<file path="config.mk">
export PLATFORM = sky130hd
export DESIGN_NAME = sfr_top
export DESIGN_NICKNAME = d
export VERILOG_FILES = /design/src/inc/sfr_pkg.sv /design/src/inc/sfr_cause_if.sv /design/src/sfr_top.sv /design/src/sfr_reset_cause.sv
export SDC_FILE = /design/constraint.sdc
export NUM_CORES = 1
export LEC_CHECK = 0
export BUFFER_PORTS_ARGS = -buffer_cell sky130_fd_sc_hd__buf_2
export CORE_ASPECT_RATIO = 0.5
export CORE_MARGIN = 1
export CORE_UTILIZATION = 30
export DETAILED_ROUTE_END_ITERATION = 6
export PLACE_DENSITY = 0.71
export SLEW_MARGIN = 20
export SYNTH_ARGS = -nofsm -noshare
export SYNTH_HDL_FRONTEND = slang
export SYNTH_SLANG_ARGS = --single-unit
export TNS_END_PERCENT = 50
</file>
<file path="constraint.sdc">
create_clock -name hclk -period 2 [get_ports hclk]
set_clock_uncertainty 0.2 [all_clocks]
set_input_delay 0.4 -clock hclk [delete_from_list [all_inputs] [get_ports hclk]]
set_output_delay 0.4 -clock hclk [all_outputs]
set_load 0.05 [all_outputs]
</file>
<file path="src/inc/sfr_pkg.sv">
// Constants for the special-function register bank: map, fields, codes.
// Assumes a 32-bit AHB-Lite bus with word-aligned registers.
package sfr_pkg;

  // Register byte offsets inside the bank
  localparam logic [7:0] OFS_CHIP_IDENTITY = 8'h00;
  localparam logic [7:0] OFS_CHIP_IDENTITY_EXTENSION = 8'h04;
  localparam logic [7:0] OFS_RESET_CAUSE = 8'h08;
  localparam logic [7:0] OFS_RESERVED_0 = 8'h0c;
  localparam logic [7:0] OFS_RESERVED_1 = 8'h10;
  localparam logic [7:0] OFS_RESERVED_2 = 8'h14;
  localparam logic [7:0] OFS_PROTECT_MODE_CONTROL = 8'h18;
  localparam logic [31:0] BANK_BASE = 32'hfff00000;

  // Identity word field positions (lsb)
  localparam int VERSION_LSB = 0;
  localparam int FIXED_LSB = 5;
  localparam int PSIZE_LSB = 8;
  localparam int NVDSIZE_LSB = 12;
  localparam int VDSIZE_LSB = 16;
  localparam int FAMILY_LSB = 20;
  localparam int PTYPE_LSB = 28;
  localparam int EXT_BIT = 31;
  localparam logic [2:0] ID_FIXED_BITS = 3'h2;

  // Program memory size codes
  localparam logic [3:0] PSIZE_NONE = 4'h0;
  localparam logic [3:0] PSIZE_32K = 4'h3;
  localparam logic [3:0] PSIZE_64K = 4'h5;
  localparam logic [3:0] PSIZE_128K = 4'h7;
  localparam logic [3:0] PSIZE_256K = 4'h9;

  // Nonvolatile data memory: only "none" is defined
  localparam logic [3:0] NVDSIZE_NONE = 4'h0;

  // Volatile data memory size codes, one-hot
  localparam logic [3:0] VDSIZE_NONE = 4'h0;
  localparam logic [3:0] VDSIZE_1K = 4'h1;
  localparam logic [3:0] VDSIZE_2K = 4'h2;
  localparam logic [3:0] VDSIZE_4K = 4'h4;
  localparam logic [3:0] VDSIZE_8K = 4'h8;

  // Program memory type codes
  localparam logic [2:0] PTYPE_ROM = 3'h1;
  localparam logic [2:0] PTYPE_FLASH_PARALLEL = 3'h2;
  localparam logic [2:0] PTYPE_FLASH_SERIAL = 3'h3;

  // Reset cause codes
  localparam logic [7:0] CAUSE_EXTERNAL_PIN = 8'h6c;
  localparam logic [7:0] CAUSE_WATCHDOG = 8'h53;

  // Protect mode register
  localparam int PROTECT_BIT = 5;
  localparam int KEY_LSB = 16;
  localparam logic [15:0] PROTECT_WRITE_KEY = 16'h27a8;
  localparam logic PROTECT_RESET = 1'b0;

  // AHB encodings
  localparam logic [1:0] HTRANS_NONSEQ = 2'h2;
  localparam logic HRESP_OKAY = 1'b0;
  localparam logic [31:0] READ_ZERO = 32'h00000000;

  typedef enum logic [1:0] {
    ST_IDLE,
    ST_WRITE,
    ST_READ_WAIT,
    ST_READ_DONE
  } sfr_state_t;

endpackage

</file>
<file path="src/inc/sfr_cause_if.sv">
// Carries the captured reset cause from the cause tracker to the bank.
// Both ends sit on hclk; no crossing is involved.
`timescale 1ns/10ps
interface sfr_cause_if;
  logic [7:0] cause;
  logic captured;
  logic sys_reset_req;
  modport producer (output cause, output captured, output sys_reset_req);
  modport consumer (input cause, input captured, input sys_reset_req);
endinterface

</file>
<file path="src/sfr_top.sv">
// Special-function register bank: chip identity, reset cause, protect mode.
// Assumes a single AHB-Lite master on hclk; this slave decodes via hsel.
`timescale 1ns/10ps
module sfr_top #(
  parameter logic [4:0] CHIP_VERSION = 5'h00,
  parameter logic [3:0] PROGRAM_MEMORY_SIZE = 4'h0,
  parameter logic [3:0] NONVOLATILE_DATA_SIZE = 4'h0,
  parameter logic [3:0] VOLATILE_DATA_SIZE = 4'h4,
  // Arbitrary neutral family code, two BCD digits
  parameter logic [7:0] FAMILY_CODE = 8'h12,
  parameter logic [2:0] PROGRAM_MEMORY_TYPE = 3'h1,
  parameter logic IDENTITY_EXTENDED = 1'b0,
  parameter int ADDR_W = 32
) (
  input wire logic hclk, // Bus clock, 50 MHz
  input wire logic hresetn, // System reset, async, active low
  input wire logic poresetn, // Power-on reset, async, active low
  input wire logic hsel, // Slave select
  input wire logic [ADDR_W-1:0] haddr, // Byte address
  input wire logic [1:0] htrans, // Transfer type
  input wire logic hwrite, // Write when high
  input wire logic [2:0] hsize, // Transfer size
  input wire logic [31:0] hwdata, // Write data
  input wire logic hready, // Bus ready
  output logic hreadyout, // Slave ready
  output logic hresp, // Response, always OKAY
  output logic [31:0] hrdata, // Read data
  input wire logic wdog_reset_req, // Watchdog overflow reset request
  output logic sys_reset_req, // Reset request toward reset controller
  output logic interrupt_protect_enable // Interrupt controller protect mode
);

  sfr_cause_if cause_bus ();

  sfr_reset_cause u_cause (
    .hclk (hclk),
    .hresetn (hresetn),
    .poresetn (poresetn),
    .wdog_reset_req (wdog_reset_req),
    .cause_bus (cause_bus)
  );

  // Reserved codes collapse to "none" so software never sees them
  function automatic logic [3:0] legal_psize(input logic [3:0] code);
    logic [3:0] res;
    res = sfr_pkg::PSIZE_NONE;
    case (code)
      sfr_pkg::PSIZE_32K: res = code;
      sfr_pkg::PSIZE_64K: res = code;
      sfr_pkg::PSIZE_128K: res = code;
      sfr_pkg::PSIZE_256K: res = code;
      default: res = sfr_pkg::PSIZE_NONE;
    endcase
    return res;
  endfunction

  // Only one-hot sizes are legal
  function automatic logic [3:0] legal_vdsize(input logic [3:0] code);
    logic [3:0] res;
    res = sfr_pkg::VDSIZE_NONE;
    case (code)
      sfr_pkg::VDSIZE_1K: res = code;
      sfr_pkg::VDSIZE_2K: res = code;
      sfr_pkg::VDSIZE_4K: res = code;
      sfr_pkg::VDSIZE_8K: res = code;
      default: res = sfr_pkg::VDSIZE_NONE;
    endcase
    return res;
  endfunction

  // Only "none" is defined, so every other code collapses to it
  function automatic logic [3:0] legal_nvdsize(input logic [3:0] code);
    logic [3:0] res;
    res = sfr_pkg::NVDSIZE_NONE;
    case (code)
      sfr_pkg::NVDSIZE_NONE: res = code;
      default: res = sfr_pkg::NVDSIZE_NONE;
    endcase
    return res;
  endfunction

  // Each nibble must be a decimal digit; a bad digit reads as zero
  function automatic logic [7:0] legal_family(input logic [7:0] code);
    logic [7:0] res;
    res = code;
    for (int i = 0; i < 2; i++) begin
      if (code[4*i +: 4] > 4'h9) begin
        res[4*i +: 4] = 4'h0;
      end
    end
    return res;
  endfunction

  // Reserved types fall back to ROM, the plainest defined kind
  function automatic logic [2:0] legal_ptype(input logic [2:0] code);
    logic [2:0] res;
    res = sfr_pkg::PTYPE_ROM;
    case (code)
      sfr_pkg::PTYPE_ROM: res = code;
      sfr_pkg::PTYPE_FLASH_PARALLEL: res = code;
      sfr_pkg::PTYPE_FLASH_SERIAL: res = code;
      default: res = sfr_pkg::PTYPE_ROM;
    endcase
    return res;
  endfunction

  // Hardwired identity word
  logic [31:0] identity_word;

  always_comb begin
    identity_word = sfr_pkg::READ_ZERO;
    identity_word[sfr_pkg::VERSION_LSB +: 5] = CHIP_VERSION;
    identity_word[sfr_pkg::FIXED_LSB +: 3] = sfr_pkg::ID_FIXED_BITS;
    identity_word[sfr_pkg::PSIZE_LSB +: 4] =
      legal_psize(PROGRAM_MEMORY_SIZE);
    identity_word[sfr_pkg::NVDSIZE_LSB +: 4] =
      legal_nvdsize(NONVOLATILE_DATA_SIZE);
    identity_word[sfr_pkg::VDSIZE_LSB +: 4] =
      legal_vdsize(VOLATILE_DATA_SIZE);
    identity_word[sfr_pkg::FAMILY_LSB +: 8] = legal_family(FAMILY_CODE);
    identity_word[sfr_pkg::PTYPE_LSB +: 3] =
      legal_ptype(PROGRAM_MEMORY_TYPE);
    identity_word[sfr_pkg::EXT_BIT] = IDENTITY_EXTENDED;
  end

  // Bus state
  sfr_pkg::sfr_state_t state_ff;
  sfr_pkg::sfr_state_t nxt_state;
  logic [7:0] addr_ff;
  logic hit_ff;
  logic hreadyout_ff;
  logic [31:0] hrdata_ff;
  logic protect_ff;

  logic accept;
  logic accept_write;
  logic accept_read;
  logic in_bank;
  logic [31:0] read_mux;
  logic key_ok;
  logic protect_write;

  // Address phase is taken only when the bus is ready
  assign accept = hsel & hready & (htrans == sfr_pkg::HTRANS_NONSEQ);
  assign accept_write = accept & hwrite;
  assign accept_read = accept & ~hwrite;

  // Upper address bits must all be zero for a hit; the low byte selects the register
  assign in_bank = ~|haddr[ADDR_W-1:8];

  always_comb begin
    nxt_state = state_ff;
    case (state_ff)
      sfr_pkg::ST_IDLE,
      sfr_pkg::ST_WRITE,
      sfr_pkg::ST_READ_DONE: begin
        if (accept_write) begin
          nxt_state = sfr_pkg::ST_WRITE;
        end else if (accept_read) begin
          nxt_state = sfr_pkg::ST_READ_WAIT;
        end else begin
          nxt_state = sfr_pkg::ST_IDLE;
        end
      end
      sfr_pkg::ST_READ_WAIT: begin
        nxt_state = sfr_pkg::ST_READ_DONE;
      end
      default: begin
        nxt_state = sfr_pkg::ST_IDLE;
      end
    endcase
  end

  always_ff @(posedge hclk or negedge hresetn) begin
    if (!hresetn) begin
      state_ff <= sfr_pkg::ST_IDLE;
    end else begin
      state_ff <= nxt_state;
    end
  end

  // Latch the address phase
  always_ff @(posedge hclk or negedge hresetn) begin
    if (!hresetn) begin
      addr_ff <= 8'h00;
      hit_ff <= 1'b0;
    end else if (accept) begin
      addr_ff <= haddr[7:0];
      hit_ff <= in_bank & (hsize == 3'h2) & (haddr[1:0] == 2'h0);
    end
  end

  // Reads take one wait state, so read data always follows any write
  // that finished just before, at the price of one cycle per read.
  always_ff @(posedge hclk or negedge hresetn) begin
    if (!hresetn) begin
      hreadyout_ff <= 1'b1;
    end else if (accept_read && state_ff != sfr_pkg::ST_READ_WAIT) begin
      hreadyout_ff <= 1'b0;
    end else begin
      hreadyout_ff <= 1'b1;
    end
  end

  // Read side as a table of eight words, one per word index of the window.
  // Unmapped and reserved entries stay zero, so a miss inside the window needs no extra path.
  localparam int SLOT_N = 8;
  logic [31:0] slot_word [SLOT_N];
  logic [2:0] slot_idx;
  logic slot_hit;
  logic [31:0] cause_word;
  logic [31:0] protect_word;

  assign slot_idx = addr_ff[4:2];
  // Offsets above the window fall outside the table and read zero
  assign slot_hit = hit_ff & ~|addr_ff[7:5];

  always_comb begin
    cause_word = sfr_pkg::READ_ZERO;
    cause_word[7:0] = cause_bus.cause;
  end

  always_comb begin
    protect_word = sfr_pkg::READ_ZERO;
    // Key half stays zero on read
    protect_word[sfr_pkg::PROTECT_BIT] = protect_ff;
  end

  for (genvar g = 0; g < SLOT_N; g++) begin : g_slot
    localparam logic [7:0] SLOT_OFS = 8'(4 * g);
    if (SLOT_OFS == sfr_pkg::OFS_CHIP_IDENTITY) begin : g_id
      assign slot_word[g] = identity_word;
    end else if (SLOT_OFS == sfr_pkg::OFS_RESET_CAUSE) begin : g_cause
      assign slot_word[g] = cause_word;
    end else if (SLOT_OFS == sfr_pkg::OFS_PROTECT_MODE_CONTROL) begin : g_protect
      assign slot_word[g] = protect_word;
    end else begin : g_zero
      // Extension word and reserved words carry nothing
      assign slot_word[g] = sfr_pkg::READ_ZERO;
    end
  end

  assign read_mux = slot_hit ? slot_word[slot_idx] : sfr_pkg::READ_ZERO;

  always_ff @(posedge hclk or negedge hresetn) begin
    if (!hresetn) begin
      hrdata_ff <= sfr_pkg::READ_ZERO;
    end else if (state_ff == sfr_pkg::ST_READ_WAIT) begin
      hrdata_ff <= read_mux;
    end else if (state_ff == sfr_pkg::ST_READ_DONE) begin
      hrdata_ff <= sfr_pkg::READ_ZERO;
    end
  end

  // Protect mode write: key must match or the whole write is dropped
  assign key_ok =
    (hwdata[sfr_pkg::KEY_LSB +: 16] == sfr_pkg::PROTECT_WRITE_KEY);
  assign protect_write = (state_ff == sfr_pkg::ST_WRITE) & hit_ff &
    (addr_ff == sfr_pkg::OFS_PROTECT_MODE_CONTROL) & key_ok;

  // Writes elsewhere change nothing
  always_ff @(posedge hclk or negedge hresetn) begin
    if (!hresetn) begin
      protect_ff <= sfr_pkg::PROTECT_RESET;
    end else if (protect_write) begin
      protect_ff <= hwdata[sfr_pkg::PROTECT_BIT];
    end
  end

  assign hreadyout = hreadyout_ff;
  assign hresp = sfr_pkg::HRESP_OKAY;
  assign hrdata = hrdata_ff;
  assign interrupt_protect_enable = protect_ff;
  assign sys_reset_req = cause_bus.sys_reset_req;

endmodule

</file>
<file path="src/sfr_reset_cause.sv">
// Tracks why the system was reset and latches the code after release.
// Assumes poresetn is a power-on reset that hresetn never outlives.
`timescale 1ns/10ps
module sfr_reset_cause (
  input wire logic hclk, // System clock
  input wire logic hresetn, // System reset, async, active low
  input wire logic poresetn, // Power-on reset, async, active low
  input wire logic wdog_reset_req, // Watchdog overflow reset request
  sfr_cause_if.producer cause_bus // Captured cause toward the bank
);

  logic pending_ff;
  logic captured_ff;
  logic captured_d_ff;
  logic [7:0] cause_ff;
  logic req_ff;
  logic clear_pending;

  // Pending survives the system reset it triggers; power-on or the first cycle after capture clears it
  assign clear_pending = captured_ff & ~captured_d_ff;

  always_ff @(posedge hclk or negedge poresetn) begin
    if (!poresetn) begin
      pending_ff <= 1'b0;
    end else if (wdog_reset_req) begin
      pending_ff <= 1'b1;
    end else if (clear_pending) begin
      pending_ff <= 1'b0;
    end
  end

  // Ask the system reset controller for a reset from the request until the system reset arrives
  always_ff @(posedge hclk or negedge poresetn) begin
    if (!poresetn) begin
      req_ff <= 1'b0;
    end else if (!hresetn) begin
      req_ff <= 1'b0;
    end else if (wdog_reset_req) begin
      req_ff <= 1'b1;
    end
  end

  // Capture once, on the first edge after release, then hold
  always_ff @(posedge hclk or negedge hresetn) begin
    if (!hresetn) begin
      captured_ff <= 1'b0;
      captured_d_ff <= 1'b0;
      cause_ff <= sfr_pkg::CAUSE_EXTERNAL_PIN;
    end else begin
      captured_ff <= 1'b1;
      captured_d_ff <= captured_ff;
      if (!captured_ff) begin
        cause_ff <= pending_ff ? sfr_pkg::CAUSE_WATCHDOG
                               : sfr_pkg::CAUSE_EXTERNAL_PIN;
      end
    end
  end

  assign cause_bus.cause = cause_ff;
  assign cause_bus.captured = captured_ff;
  assign cause_bus.sys_reset_req = req_ff;

endmodule

</file>
==> metrics <==
Netlist cell types 26; Mean Syn Cell Area 10.8 sq um; DR WL/cell 9.58 um; RSZ-0062 raised after global routing no; mapped cell area 1240 sq um; pwr/cell area 686 nW/um^2; vias in the first global route 838; post-placement cell count 237; CTS Sinks 24; fmax 605 MHz; Antenna Cells 0; placed cell area 1560 sq um; Final period util 0.827; core area 3940 sq um; ys flop type dfrtp_1; Combinational Power Share 0.231; CTS tree built; max-cap violations 0; Sum Neg Setup Slack 0 ns; Initial Util 0.315; Syn. warnings 0; EDFF count, synth 0; Seq/Total Area, Yosys 0.485; final setup vio count 0; synth top area cells dfrtp_1 (44%), buf_4 (17%), mux2_2 (8.2%), dfstp_2 (4.2%), nor4_1 (3.5%); die area 4420 sq um; Nets 266; Layout Cells excl Fill 242; Slew Limit Fails 0; hpwl dp 1.99 mm; Final ANT Viol Nets 0; Sw Ratio 0.295; clock buffer depth 2; async set or reset register ratio after synthesis 1.00; die width 93.0 um; Worst Path Required 1.94 ns; internal power 0.000783 W; number of H-tree levels 1; grt ovf 0; Total Routing Usage GR 0.101; drt first pass iters 4; GPL Wtd Cong 0.720; # DRC 0; Worst Hold Class primary input to register; Hold WS 0.132 ns; Pleak 0.844 nW; vias 1061; Worst Path Arrival 1.59 ns; Port Buffers 74; Post-Synthesis Cells 115; initial antenna violation count 0; area growth from synthesis to layout 30.4%; I/O Pins 112; CTS root buf clkbuf_8; status finished clean; CP endpoint kind register; largest net degree at the start of global routing 14; crit-path max FO 2; clk slew on worst S/H paths 0.07 ns; Final Critical Period 1.65 ns; cts bufs inserted 3; kind of critical path register to register; Detailed Route Iter0 Violations 32; drt total wl 2.32 mm; final hold vios 0; cell taking the most area after synthesis dfrtp_1; Clock Latency Late Sink 0.26 ns; vias per cell 4.38; row count 16; Finished Cell Area 1620 sq um; global-route wire length before repair 3.43 mm; Switch Pwr 0.000328 W; synthesis-stage register bit count 24; fin util 0.411; Reg power frac 0.531; Die Height 47.5 um; area share of the largest cell type after synthesis 0.443; Worst setup SP type register; share of cells above drive strength 1 0.489; Clk pwr share 0.237; Max VDD drop 0.000294 V
==> timing repair <==
action | 4_1_cts | 5_1_grt
setup buffers | 0 | 0
hold endpoints to repair | 11 | 0
setup endpoints to repair | 0 | 0
hold buffers | 2 | 0
gates resized for setup | 0 | 0
==> registers in the layout, summed over array words and instances (netlist names) <==
register and cells:
addr_ff 8, hrdata 5, state_ff 2, u_cause.cause_bus.cause 2, hit_ff 1, hreadyout 1
interrupt_protect_enable 1, u_cause.captured_d_ff 1, u_cause.cause_bus.captured 1, u_cause.cause_bus.sys_reset_req 1, u_cause.pending_ff 1
==> kinds of logic after synthesis <==
kind of cell / count (synthesis) / synth area share
compound gates: 9 / 0.0443
simple gates: 34 / 0.174
other cells: 2 / 0.00604
flops: 24 / 0.485
mux: 11 / 0.0987
buf+inv: 35 / 0.191
==> path summary, 6_finish.rpt <==
kind	startpoint	end	slack [ns]	depth (start not counted)
worst max-delay path	addr_ff[2]$_DFFE_PN0N_	interrupt_protect_enable$_DFFE_PN0P_	0.35	4
worst min-delay path	wdog_reset_req	u_cause.pending_ff$_DFFE_PN0P_	0.13	2
worst max register to register	addr_ff[2]$_DFFE_PN0N_	interrupt_protect_enable$_DFFE_PN0P_	0.35	4
worst min register to register	u_cause.pending_ff$_DFFE_PN0P_	u_cause.cause_bus.cause[3]$_DFFE_PN1N_	0.25	1
max in group asynchronous	hresetn	hreadyout$_DFF_PN1_	0.76	3
min in group asynchronous	poresetn	u_cause.cause_bus.sys_reset_req$_DFFE_PN0P_	0.26	2
==> final cells by class <==
class | count | area, sq um
Clock buffer | 3 | 41.3
Fill cell | 393 | 2320
Multi-Input combinational cell | 77 | 480
Sequential cell | 24 | 603
Inverter | 6 | 22.5
Tap cell | 54 | 67.6
Timing Repair Buffer | 78 | 405
==> per-stage QoR <==
stage	power (W)	setup WS, ns
floorplan	0.000795	0.434
CTS	0.00112	0.345
global placement	0.000847	0.294
global route	0.00117	0.226
finish	0.00111	0.347
detailed placement	0.000857	0.296
==> metal layers <==
layer	wire [um]	up-vias	share of wire	track usage
met5	0	-	0	0
met4	26	0	0.011	0.0431
met3	126	2	0.054	0.0175
met2	1320	53	0.57	0.213
met1	848	505	0.37	0.105
li1	-	501	-	-
==> critical path, cell delays in order, from the launching register on <==
cell and delay (ns):
dfrtp_1 0.38, or3_4 0.39, nor2_2 0.15, nand4_1 0.10
mux2_1 0.32
==> cells in the mapped netlist (2+ instances only) <==
cell type / instances
o22ai_1: 2
nand4b_1: 4
dfstp_2: 2
inv_1: 6
o21ai_0: 4
nand4_1: 4
mux2_2: 9
nand2b_1: 3
buf_4: 28
nand2_1: 5
dfrtp_1: 22
nor4_1: 7
nor4b_1: 3
conb_1: 2
nor2_1: 3
==> power by group through the flow <==
stage / combinational (W) / sequential, W / clock, W
after detailed placement: 0.000255 / 0.000602 / 0
after global routing: 0.000281 / 0.000602 / 0.000291
after CTS: 0.000258 / 0.000592 / 0.000271
final: 0.000257 / 0.000591 / 0.000264
after floorplan: 0.000202 / 0.000593 / 0
after global placement: 0.000249 / 0.000598 / 0
==> cell usage in the layout, fill, tap and decap left out, drive strengths merged, types with 2 or more instances in the layout <==
cell,netlist,layout
clkbuf,0,3
mux2,10,10
nand2,5,5
nor4b,3,3
dfstp,2,2
conb,2,23
inv,6,6
nand4,4,4
nor2,4,4
buf,29,76
o22ai,2,2
nor4,7,7
nand4b,4,4
dfrtp,22,22
nand2b,3,3
dlygate4sd3,0,2
o21ai,4,4
Note: power is estimated with default switching activity, not from simulation.
